$ cat src/pkg/cps_pkg.sv
package cps_pkg;

    ////////////////////////////////////////////////////////////////////////////
    // widths
    localparam int PC_W  = 13;
    localparam int LAT_W = 5;
    localparam int TGT_W = 11;
    localparam int FSR_W = 8;

    ////////////////////////////////////////////////////////////////////////////
    // register indices; byte address on the bus is four times the index
    localparam logic [7:0] IDX_INDIRECT_REGISTER   = 8'h00;
    localparam logic [7:0] IDX_PC_LOW_BYTE         = 8'h02;
    localparam logic [7:0] IDX_STATUS              = 8'h03;
    localparam logic [7:0] IDX_FILE_POINTER        = 8'h04;
    localparam logic [7:0] IDX_PC_HIGH_LATCH       = 8'h0a;
    localparam logic [7:0] IDX_INTERRUPT_CONTROL   = 8'h0b;
    localparam logic [7:0] IDX_INTERRUPT_CONTROL_1 = 8'h8b;
    localparam logic [7:0] IDX_PERIPHERAL_FLAGS    = 8'h0c;
    localparam logic [7:0] IDX_PERIPHERAL_ENABLES  = 8'h8c;
    localparam logic [7:0] IDX_RESET_CAUSE_FLAGS   = 8'h8e;
    localparam int         BANK_BIT                = 7;

    ////////////////////////////////////////////////////////////////////////////
    // field positions
    localparam int GIE_BIT   = 7;
    localparam int PERIPHERAL_IRQ_ENABLE_BIT  = 6;
    localparam int T0IE_BIT  = 5;
    localparam int INTE_BIT  = 4;
    localparam int PORT_CHANGE_IRQ_ENABLE_BIT  = 3;
    localparam int TIMER_OVERFLOW_FLAG_BIT  = 2;
    localparam int EXT_PIN_IRQ_FLAG_BIT  = 1;
    localparam int PORT_CHANGE_FLAG_BIT  = 0;
    localparam int CMP_BIT   = 6;
    localparam int POR_BIT   = 1;
    localparam int BOR_BIT   = 0;
    localparam int IRP_BIT   = 7;
    localparam int TO_BIT    = 4;
    localparam int PD_BIT    = 3;
    localparam int Z_BIT     = 2;
    localparam int DC_BIT    = 1;
    localparam int C_BIT     = 0;

    ////////////////////////////////////////////////////////////////////////////
    // reset values
    localparam logic [7:0]       INTERRUPT_CONTROL_RST = 8'h00;
    localparam logic             PERIPH_RST = 1'b0;
    localparam logic [LAT_W-1:0] LATCH_RST  = 5'h00;
    localparam logic [PC_W-1:0]  PC_RST     = 13'h0000;
    localparam logic [2:0]       BANK_RST   = 3'h0;
    localparam logic [FSR_W-1:0] FSR_RST    = 8'h00;
    localparam logic [PC_W-1:0]  IRQ_VECTOR = 13'h0004;

    ////////////////////////////////////////////////////////////////////////////
    // bus constants
    localparam logic [1:0] HTRANS_NONSEQ = 2'h2;
    localparam logic       HRESP_OKAY    = 1'b0;

    ////////////////////////////////////////////////////////////////////////////
    // carriers
    typedef struct packed {
        logic             inc;
        logic             call;
        logic             jump;
        logic             ret;
        logic             return_from_interrupt;
        logic             vector;
        logic [TGT_W-1:0] target;
        logic             alu_we;
        logic             alu_z;
        logic             alu_dc;
        logic             alu_c;
        logic             sleep;
        logic             clrwdt;
    } cps_ctl_s;

    typedef struct packed {
        logic timer_ovf;
        logic ext_pin;
        logic port_change;
        logic comparator;
    } cps_evt_s;

    typedef struct packed {
        logic por;
        logic bor;
        logic wdt;
        logic master_clear_pin;
    } cps_cause_s;

endpackage

$ cat src/cps_stack_mem.sv
`timescale 1ns/1ps
module cps_stack_mem #(
    parameter int DEPTH = 8,
    parameter int WIDTH = 13,
    parameter int AW    = 3
) (
    input  wire logic             clk,
    input  wire logic             we,
    input  wire logic [AW-1:0]    waddr,
    input  wire logic [WIDTH-1:0] wdata,
    input  wire logic [AW-1:0]    raddr,
    output logic      [WIDTH-1:0] rdata
);

    logic [WIDTH-1:0] mem [DEPTH];

    // write-through so a pop right after a push sees the new entry
    always_ff @(posedge clk) begin
        if (we) begin
            mem[waddr] <= wdata;
        end
        rdata <= (we && waddr == raddr) ? wdata : mem[raddr];
    end

endmodule

$ cat src/cps_core.sv
`timescale 1ns/1ps
module cps_core #(
    parameter int STACK_DEPTH = 8
) (
    input  wire logic                  clk,
    input  wire logic                  rst,
    input  wire logic                  hsel,
    input  wire logic [31:0]           haddr,
    input  wire logic [1:0]            htrans,
    input  wire logic                  hwrite,
    input  wire logic [2:0]            hsize,
    input  wire logic [31:0]           hwdata,
    input  wire logic                  hready,
    output logic      [31:0]           hrdata,
    output logic                       hreadyout,
    output logic                       hresp,
    input  wire cps_pkg::cps_ctl_s     ctl,
    input  wire cps_pkg::cps_evt_s     evt,
    input  wire cps_pkg::cps_cause_s   cause,
    input  wire logic                  brownout_detect_config,
    output logic [cps_pkg::PC_W-1:0]   pc,
    output logic                       irq_request,
    output logic [cps_pkg::FSR_W:0]    indirect_addr
);

    localparam int PW = cps_pkg::PC_W;
    localparam int SW = $clog2(STACK_DEPTH);

    ////////////////////////////////////////////////////////////////////////////
    // bus slave state
    logic        dp_valid;
    logic        dp_write;
    logic [7:0]  dp_idx;
    logic        next_dp_valid;
    logic        next_dp_write;
    logic [7:0]  next_dp_idx;
    logic        next_hreadyout;
    logic [31:0] next_hrdata;
    logic        take;

    ////////////////////////////////////////////////////////////////////////////
    // register state
    logic [7:0]                  interrupt_control;
    logic [7:0]                  next_interrupt_control;
    logic                        cmp_flag;
    logic                        next_cmp_flag;
    logic                        cmp_enable;
    logic                        next_cmp_enable;
    logic [cps_pkg::LAT_W-1:0]   pc_high_latch;
    logic [cps_pkg::LAT_W-1:0]   next_pc_high_latch;
    logic [cps_pkg::FSR_W-1:0]   file_pointer;
    logic [cps_pkg::FSR_W-1:0]   next_file_pointer;
    logic [2:0]                  bank_bits;
    logic [2:0]                  next_bank_bits;
    logic                        st_to;
    logic                        st_pd;
    logic                        st_z;
    logic                        st_dc;
    logic                        st_c;
    logic                        next_st_to;
    logic                        next_st_pd;
    logic                        next_st_z;
    logic                        next_st_dc;
    logic                        next_st_c;
    logic                        por_flag;
    logic                        brownout_cause_flag;
    logic                        next_por_flag;
    logic                        next_brownout_cause_flag;
    logic                        cap;
    logic [PW-1:0]               next_pc;
    logic [SW-1:0]               sp;
    logic [SW-1:0]               next_sp;
    logic                        push;
    logic [PW-1:0]               stack_top;
    logic                        next_irq;
    logic                        pending;

    ////////////////////////////////////////////////////////////////////////////
    // access resolution
    logic       self_ind;
    logic       ind_null;
    logic [7:0] eff_idx;
    logic       acc_wr;
    logic [7:0] wd;
    logic [7:0] rd_val;
    logic       wr_pcl;
    logic       wr_status;
    logic       wr_fsr;
    logic       wr_latch;
    logic       wr_interrupt_control;
    logic       wr_pir;
    logic       wr_pie;
    logic       wr_reset_cause_flags;

    always_comb begin
        self_ind = dp_idx[6:0] == cps_pkg::IDX_INDIRECT_REGISTER[6:0];
        eff_idx  = self_ind ? file_pointer : dp_idx;
        ind_null = self_ind && file_pointer[6:0] == cps_pkg::IDX_INDIRECT_REGISTER[6:0];
        acc_wr   = dp_valid && dp_write && !ind_null;
        wd       = hwdata[7:0];
        wr_pcl    = acc_wr && eff_idx[6:0] == cps_pkg::IDX_PC_LOW_BYTE[6:0];
        wr_status = acc_wr && eff_idx[6:0] == cps_pkg::IDX_STATUS[6:0];
        wr_fsr    = acc_wr && eff_idx[6:0] == cps_pkg::IDX_FILE_POINTER[6:0];
        wr_latch  = acc_wr && eff_idx[6:0] == cps_pkg::IDX_PC_HIGH_LATCH[6:0];
        wr_interrupt_control = acc_wr && eff_idx[6:0] == cps_pkg::IDX_INTERRUPT_CONTROL[6:0];
        wr_pir    = acc_wr && eff_idx == cps_pkg::IDX_PERIPHERAL_FLAGS;
        wr_pie    = acc_wr && eff_idx == cps_pkg::IDX_PERIPHERAL_ENABLES;
        wr_reset_cause_flags   = acc_wr && eff_idx == cps_pkg::IDX_RESET_CAUSE_FLAGS;
        rd_val = 8'h00;
        if (!ind_null) begin
            unique case (eff_idx[6:0])
                cps_pkg::IDX_PC_LOW_BYTE[6:0]:       rd_val = pc[7:0];
                cps_pkg::IDX_STATUS[6:0]:            rd_val = {bank_bits, st_to, st_pd,
                                                               st_z, st_dc, st_c};
                cps_pkg::IDX_FILE_POINTER[6:0]:      rd_val = file_pointer;
                cps_pkg::IDX_PC_HIGH_LATCH[6:0]:     rd_val = {3'h0, pc_high_latch};
                cps_pkg::IDX_INTERRUPT_CONTROL[6:0]: rd_val = interrupt_control;
                cps_pkg::IDX_PERIPHERAL_FLAGS[6:0]: begin
                    rd_val[cps_pkg::CMP_BIT] = eff_idx[cps_pkg::BANK_BIT] ? cmp_enable
                                                                          : cmp_flag;
                end
                cps_pkg::IDX_RESET_CAUSE_FLAGS[6:0]: begin
                    if (eff_idx[cps_pkg::BANK_BIT]) begin
                        rd_val[cps_pkg::POR_BIT] = por_flag;
                        rd_val[cps_pkg::BOR_BIT] = brownout_cause_flag;
                    end
                end
                default: rd_val = 8'h00;
            endcase
        end
    end

    ////////////////////////////////////////////////////////////////////////////
    // AHB-Lite slave: one wait state, read data from a flop
    always_comb begin
        take           = hsel && hready && htrans == cps_pkg::HTRANS_NONSEQ;
        next_dp_valid  = take;
        next_dp_write  = hwrite;
        next_dp_idx    = (haddr[31:10] == 22'h0 && haddr[1:0] == 2'h0) ? haddr[9:2] : 8'h7f;
        next_hreadyout = !take;
        next_hrdata    = hrdata;
        if (dp_valid && !dp_write) begin
            next_hrdata = {24'h0, rd_val};
        end
    end

    always_ff @(posedge clk or posedge rst) begin
        if (rst) begin
            dp_valid  <= 1'b0;
            dp_write  <= 1'b0;
            dp_idx    <= 8'h00;
            hreadyout <= 1'b1;
            hrdata    <= 32'h0;
            hresp     <= cps_pkg::HRESP_OKAY;
        end else begin
            dp_valid  <= next_dp_valid;
            dp_write  <= next_dp_write;
            dp_idx    <= next_dp_idx;
            hreadyout <= next_hreadyout;
            hrdata    <= next_hrdata;
            hresp     <= cps_pkg::HRESP_OKAY;
        end
    end

    ////////////////////////////////////////////////////////////////////////////
    // interrupt enables and flags; an event beats a clearing write
    always_comb begin
        next_interrupt_control     = wr_interrupt_control ? wd : interrupt_control;
        next_cmp_flag   = wr_pir ? wd[cps_pkg::CMP_BIT] : cmp_flag;
        next_cmp_enable = wr_pie ? wd[cps_pkg::CMP_BIT] : cmp_enable;
        if (ctl.vector) begin
            next_interrupt_control[cps_pkg::GIE_BIT] = 1'b0;
        end else if (ctl.return_from_interrupt) begin
            next_interrupt_control[cps_pkg::GIE_BIT] = 1'b1;
        end
        if (evt.timer_ovf) next_interrupt_control[cps_pkg::TIMER_OVERFLOW_FLAG_BIT] = 1'b1;
        if (evt.ext_pin) next_interrupt_control[cps_pkg::EXT_PIN_IRQ_FLAG_BIT] = 1'b1;
        if (evt.port_change) next_interrupt_control[cps_pkg::PORT_CHANGE_FLAG_BIT] = 1'b1;
        if (evt.comparator) next_cmp_flag = 1'b1;
        pending = interrupt_control[cps_pkg::GIE_BIT] && (
                  (interrupt_control[cps_pkg::T0IE_BIT] && interrupt_control[cps_pkg::TIMER_OVERFLOW_FLAG_BIT])
               || (interrupt_control[cps_pkg::INTE_BIT] && interrupt_control[cps_pkg::EXT_PIN_IRQ_FLAG_BIT])
               || (interrupt_control[cps_pkg::PORT_CHANGE_IRQ_ENABLE_BIT] && interrupt_control[cps_pkg::PORT_CHANGE_FLAG_BIT])
               || (interrupt_control[cps_pkg::PERIPHERAL_IRQ_ENABLE_BIT] && cmp_enable && cmp_flag));
        next_irq = pending;
    end

    always_ff @(posedge clk or posedge rst) begin
        if (rst) begin
            interrupt_control      <= cps_pkg::INTERRUPT_CONTROL_RST;
            cmp_flag    <= cps_pkg::PERIPH_RST;
            cmp_enable  <= cps_pkg::PERIPH_RST;
            irq_request <= 1'b0;
        end else begin
            interrupt_control      <= next_interrupt_control;
            cmp_flag    <= next_cmp_flag;
            cmp_enable  <= next_cmp_enable;
            irq_request <= next_irq;
        end
    end

    ////////////////////////////////////////////////////////////////////////////
    // program counter and return stack
    always_comb begin
        next_pc = pc;
        next_sp = sp;
        push    = 1'b0;
        if (ctl.vector) begin
            push    = 1'b1;
            next_pc = cps_pkg::IRQ_VECTOR;
        end else if (ctl.call || ctl.jump) begin
            push    = ctl.call;
            next_pc = {pc_high_latch[4:3], ctl.target};
        end else if (ctl.ret || ctl.return_from_interrupt) begin
            next_sp = SW'(sp - 1'b1);
            next_pc = stack_top;
        end else if (wr_pcl) begin
            next_pc = {pc_high_latch, wd};
        end else if (ctl.inc) begin
            next_pc = PW'(pc + 1'b1);
        end
        if (push) begin
            next_sp = SW'(sp + 1'b1);
        end
        next_pc_high_latch = wr_latch ? wd[cps_pkg::LAT_W-1:0] : pc_high_latch;
        next_file_pointer  = wr_fsr ? wd : file_pointer;
    end

    always_ff @(posedge clk or posedge rst) begin
        if (rst) begin
            pc            <= cps_pkg::PC_RST;
            sp            <= '0;
            pc_high_latch <= cps_pkg::LATCH_RST;
            file_pointer  <= cps_pkg::FSR_RST;
            indirect_addr <= '0;
        end else begin
            pc            <= next_pc;
            sp            <= next_sp;
            pc_high_latch <= next_pc_high_latch;
            file_pointer  <= next_file_pointer;
            indirect_addr <= {bank_bits[2], next_file_pointer};
        end
    end

    cps_stack_mem #(
        .DEPTH (STACK_DEPTH),
        .WIDTH (PW),
        .AW    (SW)
    ) u_stack (
        .clk   (clk),
        .we    (push),
        .waddr (sp),
        .wdata (pc),
        .raddr (SW'(next_sp - 1'b1)),
        .rdata (stack_top)
    );

    ////////////////////////////////////////////////////////////////////////////
    // status and reset cause; cause flags survive resets, caught while reset is held and on the first clock after release
    always_comb begin
        next_bank_bits = wr_status ? wd[7:5] : bank_bits;
        next_st_z  = st_z;
        next_st_dc = st_dc;
        next_st_c  = st_c;
        if (ctl.alu_we) begin
            next_st_z  = ctl.alu_z;
            next_st_dc = ctl.alu_dc;
            next_st_c  = ctl.alu_c;
        end else if (wr_status) begin
            next_st_z  = wd[cps_pkg::Z_BIT];
            next_st_dc = wd[cps_pkg::DC_BIT];
            next_st_c  = wd[cps_pkg::C_BIT];
        end
        next_st_to = st_to;
        next_st_pd = st_pd;
        next_por_flag            = wr_reset_cause_flags ? wd[cps_pkg::POR_BIT] : por_flag;
        next_brownout_cause_flag = wr_reset_cause_flags ? wd[cps_pkg::BOR_BIT] : brownout_cause_flag;
        if (cap) begin
            if (cause.por) begin
                next_por_flag = 1'b0;
                next_st_to    = 1'b1;
                next_st_pd    = 1'b1;
            end else if (cause.bor) begin
                if (brownout_detect_config) next_brownout_cause_flag = 1'b0;
            end else if (cause.wdt) begin
                next_st_to = 1'b0;
            end
        end else if (ctl.clrwdt) begin
            next_st_to = 1'b1;
            next_st_pd = 1'b1;
        end else if (ctl.sleep) begin
            next_st_to = 1'b1;
            next_st_pd = 1'b0;
        end
    end

    always_ff @(posedge clk or posedge rst) begin
        if (rst) begin
            bank_bits <= cps_pkg::BANK_RST;
            cap       <= 1'b1;
        end else begin
            bank_bits <= next_bank_bits;
            cap       <= 1'b0;
        end
    end

    always_ff @(posedge clk) begin
        st_z                <= next_st_z;
        st_dc               <= next_st_dc;
        st_c                <= next_st_c;
        st_to               <= next_st_to;
        st_pd               <= next_st_pd;
        por_flag            <= next_por_flag;
        brownout_cause_flag <= next_brownout_cause_flag;
    end
endmodule

$ cat config.mk
export PLATFORM = sky130hd
export DESIGN_NAME = cps_core
export DESIGN_NICKNAME = d
export VERILOG_FILES = /design/src/pkg/cps_pkg.sv /design/src/cps_stack_mem.sv /design/src/cps_core.sv
export SDC_FILE = /design/constraint.sdc
export NUM_CORES = 1
export LEC_CHECK = 0
export BUFFER_PORTS_ARGS = -buffer_cell sky130_fd_sc_hd__buf_2
export CORE_UTILIZATION = 43
export DETAILED_ROUTE_END_ITERATION = 10
export GPL_ROUTABILITY_DRIVEN = 0
export PLACE_DENSITY_LB_ADDON = 0.05
export SLEW_MARGIN = 20
export SYNTH_ARGS = -nofsm -noshare
export SYNTH_HDL_FRONTEND = slang
export SYNTH_SLANG_ARGS = --single-unit
$ cat constraint.sdc
create_clock -name clk -period 3.43 [get_ports clk]
set_clock_uncertainty 0.15 [all_clocks]
set_input_delay 0.686 -clock clk [delete_from_list [all_inputs] [get_ports clk]]
set_output_delay 0.686 -clock clk [all_outputs]
set_load 0.005 [all_outputs]
==> flow_metrics.tcl, run 1 <==
set metrics [dict create \
    syn_to_final_growth_pct 17.1 \
    yosys_warnings 0 \
    io_buffers 109 \
    syn-mean-instance-area_um2 13.3 \
    nets 878 \
    r2r_cells 5 \
    p_leak_nw 3.90 \
    cap_violations 0 \
    hpwl_mm 16.1 \
    cp.arrival_ns 3.12 \
    ys_ff_latch 178 \
    r2r_end "pc[4]" \
    initial_utilization_pct 43.9 \
    synthTopCellsByCount "edfxtp_1, dfrtp_1, mux2_2, nand2_1, nor2_1" \
    setup.worst_path.end "pc[4]" \
    numCtsBuffers 17 \
    timing.fmax_mhz 341 \
    min_path_type "input port to flip-flop" \
    synth_largest_area_cell "edfxtp_1" \
    synth_edf_count 109 \
    clk_pin_slew_ns 0.07 \
    synthFlopType "edfxtp_1" \
    synth_area_leaders "edfxtp_1, dfrtp_1, mux2_2" \
    setup_slack_ns 0.499 \
    wl_per_cell_um 21.4 \
    route.detailed.drc 0 \
    finalCriticalPeriod_ns 2.93 \
    drive_above_1_share_pct 32.3 \
    clock_latency_ns 0.43 \
    grt_max_degree 42 \
    cts_root_buf "clkbuf_16" \
    finalPower_mw 6.44 \
    finalWirelength_mm 22.4 \
    vias_per_cell 5.63 \
    grt.total_usage_pct 23.2 \
    criticalPathCategory "flip-flop to flip-flop" \
    rows 51 \
    slew_violations 0 \
    die_x_um 143 \
    die-area_um2 20400 \
    max_slew_margin_pct 40.0 \
    hold_slack_ns 0.209 \
    synth_cell_types 80 \
    startpoint "file_pointer[4]" \
    clock_sinks 178 \
    antenna_left 0 \
    ios 163 \
    cts_hold_buf 0 \
    slowest_delay_ns 0.86 \
    n_fill_cell 1716 \
    r2r-start "file_pointer[4]" \
    min_period_over_period_pct 85.5 \
    die_h_um 143 \
    coreArea_um2 19500 \
    grt_pass1_vias 6025 \
    crit_slowest_cell "o41ai_4" \
    vdd_drop_max_mv 0.342 \
    critPathCaptureType "flip-flop" \
    rsz0062_at_grt "false" \
    grt_overflow 0 \
    tightest_slew_ns 0.899 \
    drt_first_pass_iters 5 \
    preCtsSetupSlack_ns 0.490 \
    dp.cells 1014 \
    dpl_cell_area_um2 9360 \
    postCtsSetupBuffers 0 \
    yosysMostFrequentCell "edfxtp_1" \
    postSynthCellCount 643 \
    clock_path_buffers 2 \
    status "finished clean" \
    vias 5884 \
    cts_htree_levels 4 \
    finalSetupViolCount 0 \
    start_kind "flip-flop" \
    fin_area_um2 10000 \
    syn_area_um2 8540 \
    worstPathRequired_ns 3.62 \
    synth_top_area_share_pct 38.3 \
    ff2ff_setup_slack_ns 0.50 \
    p_per_area_nw_per_um2 644 \
    final.setup.tns_ns 0 \
    utilization_pct 51.4 \
    cts_tree "yes" \
    antenna_found_initial 0 \
    cts_resized 0 \
    ys_seq_area_share_pct 58.3 \
    first_iter_violations 327 \
    final_cells 1046 \
    hold_violations 0 \
    grt_pass1_wl_mm 34.9 \
    path_max_fanout 14 \
    antenna_cells 0 \
    path_cells "nor3_2 > a31oi_4 > o41ai_4 > o221ai_1 > o31ai_1" \
    async_flop_share_pct 36.0 \
]
## sequential cells by signal, summed over array words and instances (netlist names), 2 cells and up, named ones only
signal	cells
hrdata	8
indirect_addr	2
pc_high_latch	5
sp	3
interrupt_control	8
u_stack.mem	104
pc	13
dp_idx	8
bank_bits	3
file_pointer	7
## metal layers
metal	GRT usage (%)	wire, µm	vias to the layer above
met5	0	0	-
met4	7.24	362	0
met2	40.6	11500	190
met3	3.79	993	22
li1	-	-	2727
met1	29.4	9520	2945
## critical path: cells and delay by family, from the launching register on
family,cells,cell delay (ns)
AO/OA/AOI/OAI,4,1.71
flip-flops,1,0.43
AND/OR/NAND/NOR,1,0.53
## cells by family after synthesis
kind of cell | share of synthesized area, %
adders and majority gates | 0.586
buffers and inverters | 4.69
DFF | 58.3
and+or+nand+nor | 12.4
xor gates and xnor gates | 1.03
muxes | 11.7
AOI/OAI and AO/OA | 11.3
other | 0.0439
## how the worst min path moves through the flow
stage	start	endpoint	slack, ns	depth (start not counted)
after detailed placement	bank_bits[2]	indirect_addr[8]	0.28	0
final	hwrite	dp_write	0.21	1
after global routing	hwrite	dp_write	0.20	1
after CTS	hwrite	dp_write	0.20	1
after global placement	bank_bits[2]	indirect_addr[8]	0.27	0
after floorplan	bank_bits[2]	indirect_addr[8]	0.22	0
## report_power, final
part / switching, mW / internal (mW)
clock network: 0.884 / 1.25
registers: 0.263 / 2.68
logic: 0.748 / 0.624
total: 1.89 / 4.55
## area by class of cell
type / instances / area (µm²) / area share [%]
Timing Repair Buffer: 129 / 696 / 6.96
Inverter: 18 / 67.6 / 0.676
Clock buffer: 17 / 425 / 4.25
Tap cell: 265 / 332 / 3.32
Clock inverter: 15 / 220 / 2.20
Multi-Input combinational cell: 424 / 3280 / 32.8
Sequential cell: 178 / 4980 / 49.8
## layout by cell type, fill, tap and decap left out, types with 15 or more instances in the layout
master / count
nand3_1: 15
conb_1: 26
buf_2: 109
nand2_1: 37
buf_4: 20
mux2i_1: 23
mux2_2: 37
edfxtp_1: 109
nor3_1: 20
nor2_1: 37
inv_1: 17
clkbuf_16: 17
dfrtp_1: 62
Power figures use the tool's default switching activity.
==> inputs of run 2 (changes only) <==
- ABC_AREA: not set -> 1
- BUFFER_PORTS_ARGS: -buffer_cell sky130_fd_sc_hd__buf_2 -> -buffer_cell sky130_fd_sc_hd__buf_4
==> flow_metrics.tcl, run 2 <==
set metrics [dict create \
    status "finished clean" \
    final_cell_mix "nand2_1, buf_4, edfxtp_1, nor2_1, dfrtp_1" \
    cts_htree_levels 4 \
    p_leak_nw 4.38 \
    async_flop_share_pct 36.0 \
    grt_max_degree 33 \
    final_cells 1261 \
    rows 50 \
    start_kind "flip-flop" \
    worstPathRequired_ns 3.64 \
    synthFlopType "edfxtp_1" \
    vias 6337 \
    tightest_slew_ns 0.764 \
    drive_above_1_share_pct 21.3 \
    path_cells "nor2_1 > nand2_1 > nor2_1 > a21oi_4 > nand4_4 > nand2_4 > nand2_2 > nor2_1 > nand2_1 > o21ai_1" \
    p_per_area_nw_per_um2 636 \
    yosysMostFrequentCell "nand2_1" \
    die_x_um 141 \
    crit_path_frequent_cell "nor2_1" \
    clock_sinks 178 \
    grt_pass1_vias 6045 \
    cts_resized 0 \
    antenna_cells 0 \
    cts_tree "yes" \
    numCtsBuffers 17 \
    slew_violations 0 \
    synthTopCellsByCount "nand2_1, edfxtp_1, nor2_1" \
    dp.cells 1230 \
    drt_first_pass_iters 5 \
    die-area_um2 20000 \
    ys_seq_area_share_pct 59.5 \
    antenna_found_initial 0 \
    finalPower_mw 6.38 \
    syn_area_um2 8360 \
    wl_per_cell_um 17.1 \
    finalWirelength_mm 21.6 \
    path_max_fanout 17 \
    final_common_cell "nand2_1" \
    ys_ff_latch 178 \
    critPathBufInv 0 \
    grt_pass1_wl_mm 33.8 \
    cp.arrival_ns 2.67 \
    syn-mean-instance-area_um2 9.70 \
    coreArea_um2 18900 \
    hpwl_mm 15.0 \
    hold_slack_ns 0.103 \
    synth_area_leaders "edfxtp_1, dfrtp_1, nand2_1" \
    synth_edf_count 109 \
    slowest_delay_ns 0.51 \
    finalSetupViolCount 0 \
    criticalPathCategory "flip-flop to flip-flop" \
    hold_violations 0 \
    rsz0062_at_grt "false" \
    initial_utilization_pct 44.3 \
    regMostFlops "u_stack.mem" \
    crit_slowest_cell "dfrtp_1" \
    clock_path_buffers 2 \
    critPathCaptureType "flip-flop" \
    ios 163 \
    synth_cell_types 48 \
    die_h_um 141 \
    first_iter_violations 292 \
    route.detailed.drc 0 \
    clock_latency_ns 0.44 \
    min_period_over_period_pct 71.8 \
    grt_overflow 0 \
    cts_root_buf "clkbuf_16" \
    vdd_drop_max_mv 0.364 \
    critPathTopFamily "simple AND/OR/NAND/NOR gates" \
    postCtsSetupBuffers 0 \
    largest_reg_flops 104 \
    syn_to_final_growth_pct 20.0 \
    vias_per_cell 5.03 \
    yosys_warnings 0 \
    io_buffers 109 \
    synth_largest_area_cell "edfxtp_1" \
    antenna_left 0 \
    max_slew_margin_pct 48.9 \
    final.setup.tns_ns 0 \
    reg_top3 "u_stack.mem (104), pc (13)" \
    grt.total_usage_pct 22.7 \
    synth_top_area_share_pct 39.1 \
    nets 1099 \
    timing.fmax_mhz 406 \
    min_path_type "input port to async pin" \
    cap_violations 0 \
    finalCriticalPeriod_ns 2.46 \
    cts_hold_buf 0 \
    postSynthCellCount 862 \
    clk_pin_slew_ns 0.07 \
]
run 2: cell count changes in the layout (fill, tap and decap cells not counted), moves of 26 or more:
cell | before | now
nor2_1 | 37 | 63
o21ai_0 | 12 | 45
nand3_1 | 15 | 41
nand2_1 | 37 | 234
a21oi_1 | 13 | 59
mux2_2 | 37 | 0
buf_2 | 109 | 0
buf_4 | 20 | 133
inv_1 | 17 | 58
run 2: cells by family (layout without fill, tap and decap cells):
| family | after synthesis | in the layout | synth area share [%] |
|---|---|---|---|
| and+or+nand+nor | 392 | 392 | 20.7 |
| xor gates and xnor gates | 11 | 11 | 1.15 |
| DFF | 178 | 178 | 59.5 |
| adders and majority gates | 4 | 4 | 0.599 |
| other | 1 | 26 | 0.0449 |
| AOI/OAI and AO/OA | 162 | 162 | 11.5 |
| buffers and inverters | 114 | 228 | 6.50 |
run 2: per-stage QoR:
| step | instance area (µm²) | utilization, % | worst slack [ns] |
|---|---|---|---|
| finish | 10000 | 53.1 | 0.968 |
| global route | 10000 | 53.1 | 0.701 |
| CTS | 10000 | 53.1 | 0.979 |
| detailed placement | 9480 | 50.2 | 0.793 |
| global placement | 9480 | 50.2 | 0.811 |
| floorplan | 8450 | - | 0.999 |
run 2: worst paths after layout:
kind,from,endpoint,slack (ns),cells after the start
worst max-delay path,file_pointer[2],pc[4],0.97,10
max in group asynchronous,rst,hreadyout,2.26,3
worst min-delay path,rst,sp[2],0.10,2
worst max register to register,file_pointer[2],pc[4],0.97,10
min in group clk,hwrite,dp_write,0.20,1
worst min register to register,bank_bits[2],indirect_addr[8],0.27,0
run 2: worst register-to-register path, cell delays in order, from the launching register on:
cell and delay, ns:
dfrtp_1 0.51, nor2_1 0.09, nand2_1 0.08, nor2_1 0.06
a21oi_4 0.38, nand4_4 0.34, nand2_4 0.25, nand2_2 0.21
nor2_1 0.18, nand2_1 0.06, o21ai_1 0.07
run 2: cell type report:
| class | instances | area [µm²] |
|---|---|---|
| clock buffer | 18 | 429 |
| inverter | 64 | 240 |
| tap | 260 | 325 |
| fill | 1813 | 8860 |
| clock inverter | 13 | 126 |
| timing repair buffer | 133 | 998 |
| sequential | 178 | 4980 |
| multi-input combinational | 595 | 2930 |
run 2: per-layer routing:
layer  wire length, µm  up-vias  global-route usage, %  part of all wire (%)
li1                  -     3133                      -                     -
met1              9370     3040                   28.0                    43
met2             11200      137                   40.6                    52
met3               634       27                   3.81                   2.9
met4               374        0                   7.24                   1.7
met5                 0        -                      0                     0
run 2: where the power goes:
part | internal, mW | switching (mW) | leakage [nW] | total (mW)
logic | 0.570 | 1.07 | 2.38 | 1.64
registers | 2.68 | 0.186 | 1.73 | 2.86
clock network | 1.01 | 0.870 | 0.274 | 1.88
total | 4.26 | 2.13 | 4.38 | 6.38
==> inputs of run 3 (changes only) <==
- clock period: 3.43 -> 2.2 ns (I/O delays scaled with it)
==> flow_metrics.tcl, run 3 (same netlist as run 2, synthesis figures left out) <==
set metrics [dict create \
    status "finished clean" \
    worstPathRequired_ns 2.38 \
    rsz0062_at_grt "true" \
    drt_first_pass_iters 5 \
    final.setup.tns_ns 0 \
    whs_endpoint "por_flag" \
    wl_per_cell_um 16.7 \
    critPathCaptureType "flip-flop" \
    cts_htree_levels 4 \
    vias 6466 \
    setup_slack_ns 0.0106 \
    start_kind "flip-flop" \
    vdd_drop_max_mv 0.584 \
    max_slew_margin_pct 65.8 \
    hpwl_mm 15.0 \
    route.detailed.drc 0 \
    cp.arrival_ns 2.37 \
    hold_slack_ns 0.0397 \
    antenna_cells 0 \
    syn_to_final_growth_pct 25.3 \
    clock_sinks 178 \
    nets 1141 \
    final_common_cell "nand2_1" \
    p_leak_nw 4.61 \
    ff2ff_setup_slack_ns 0.01 \
    r2r_end "hrdata[0]" \
    reg_top3 "u_stack.mem (104), pc (13)" \
    clock_latency_ns 0.43 \
    antenna_found_initial 0 \
    first_iter_violations 381 \
    ff_latch_area_um2 4980 \
    slew_violations 0 \
    grt_pass1_vias 6158 \
    tightest_slew_ns 0.512 \
    cts_tree "yes" \
    dp.cells 1258 \
    finalSetupViolCount 0 \
    finalWirelength_mm 21.8 \
    drive_above_1_share_pct 25.3 \
    hold_violations 0 \
    r2r_cells 15 \
    grt_max_degree 65 \
    path_max_fanout 6 \
    path_cells "nor2_1 > nand2_2 > nor2_8 > nand2_2 > nand2_4 > nor2_4 > buf_4 > buf_4 > nand3_1 > o21ai_1 > buf_4 > nor2_1 > nand2_1 > nand2_1 > nand2_1" \
    finalCriticalPeriod_ns 2.19 \
    die-area_um2 20000 \
    die_h_um 141 \
    preCtsSetupSlack_ns -0.0508 \
    largest_reg_flops 104 \
    cap_violations 0 \
    slowest_delay_ns 0.41 \
    final_cell_mix "nand2_1, buf_4, edfxtp_1, dfrtp_1, nor2_1" \
    min_path_type "input port to flip-flop" \
    io_buffers 109 \
    n_fill_cell 1791 \
    rows 50 \
    p_per_area_nw_per_um2 964 \
    timing.fmax_mhz 457 \
    coreArea_um2 18900 \
    grt_pass1_wl_mm 34.2 \
    final_cells 1304 \
    clk_pin_slew_ns 0.07 \
    finalPower_mw 10.1 \
    clock_path_buffers 2 \
    cts_root_buf "clkbuf_16" \
    min_period_over_period_pct 99.5 \
    initial_utilization_pct 44.3 \
    numCtsBuffers 17 \
    crit_slowest_cell "dfrtp_1" \
    vias_per_cell 4.96 \
    grt_overflow 0 \
    grt.total_usage_pct 23.1 \
    multi_input_area_um2 3010 \
    hp-start "cause[3]" \
    die_x_um 141 \
    whs_path_depth 2 \
    regMostFlops "u_stack.mem" \
    ios 163 \
    r2r-start "dp_idx[1]" \
    criticalPathCategory "flip-flop to flip-flop" \
    antenna_left 0 \
]
==> run 3: stage by stage <==
stage          instance area [µm²]  utilization (%)
2_1_floorplan                 8450                -
3_3_place_gp                  9710             51.4
3_5_place_dp                  9710             51.4
4_1_cts                      10300             54.7
5_1_grt                      10500             55.4
6_report                     10500             55.4
==> run 3: how the worst max path moves through the flow <==
stage,start,to,slack (ns),cells after the start
6_report,dp_idx[1],hrdata[0],0.01,15
5_1_grt,dp_idx[2],pc[3],-0.09,11
4_1_cts,dp_idx[4],hrdata[5],0.03,11
3_5_place_dp,dp_idx[5],hrdata[0],-0.05,14
3_3_place_gp,dp_idx[4],hrdata[5],-0.01,12
2_1_floorplan,rst,bank_bits[0],0.02,1
==> run 3: cell type report <==
type | count | area share (%)
well taps | 260 | 3.11
repair buffers | 175 | 12.9
clock inverters | 11 | 1.17
clock buffers | 21 | 4.21
inverters | 64 | 2.35
flip-flops and latches | 178 | 47.5
multi-input cells | 595 | 28.7
==> run 3: per-layer routing <==
metal  track usage [%]  up-vias  wire [µm]
li1                  -     3214          -
met1              27.9     3045       9170
met2              40.6      170      11200
met3              5.03       37        899
met4              8.26        0        532
met5                 0        -          0
==> run 3: report_power, final <==
group	switching (mW)	total, mW	internal, mW
Sequential	0.193	4.37	4.18
Combinational	1.79	2.78	0.989
Clock	1.35	2.94	1.59
==> run 3: repair_timing <==
item                                   CTS  global route
endpoints found under the hold margin   63             0
setup endpoints to repair                3            44
buffers inserted                         5             7
pin swaps                                3             7
hold buffers                             2             0
resized for setup                        2            27
==> run 3: worst max-delay path, delay by kind of cell, from the launching register on <==
kind | cells | cell delay, ns
AND/OR/NAND/NOR | 11 | 1.02
buffers and inverters | 3 | 0.41
flip-flops | 1 | 0.41
AO/OA/AOI/OAI | 1 | 0.10
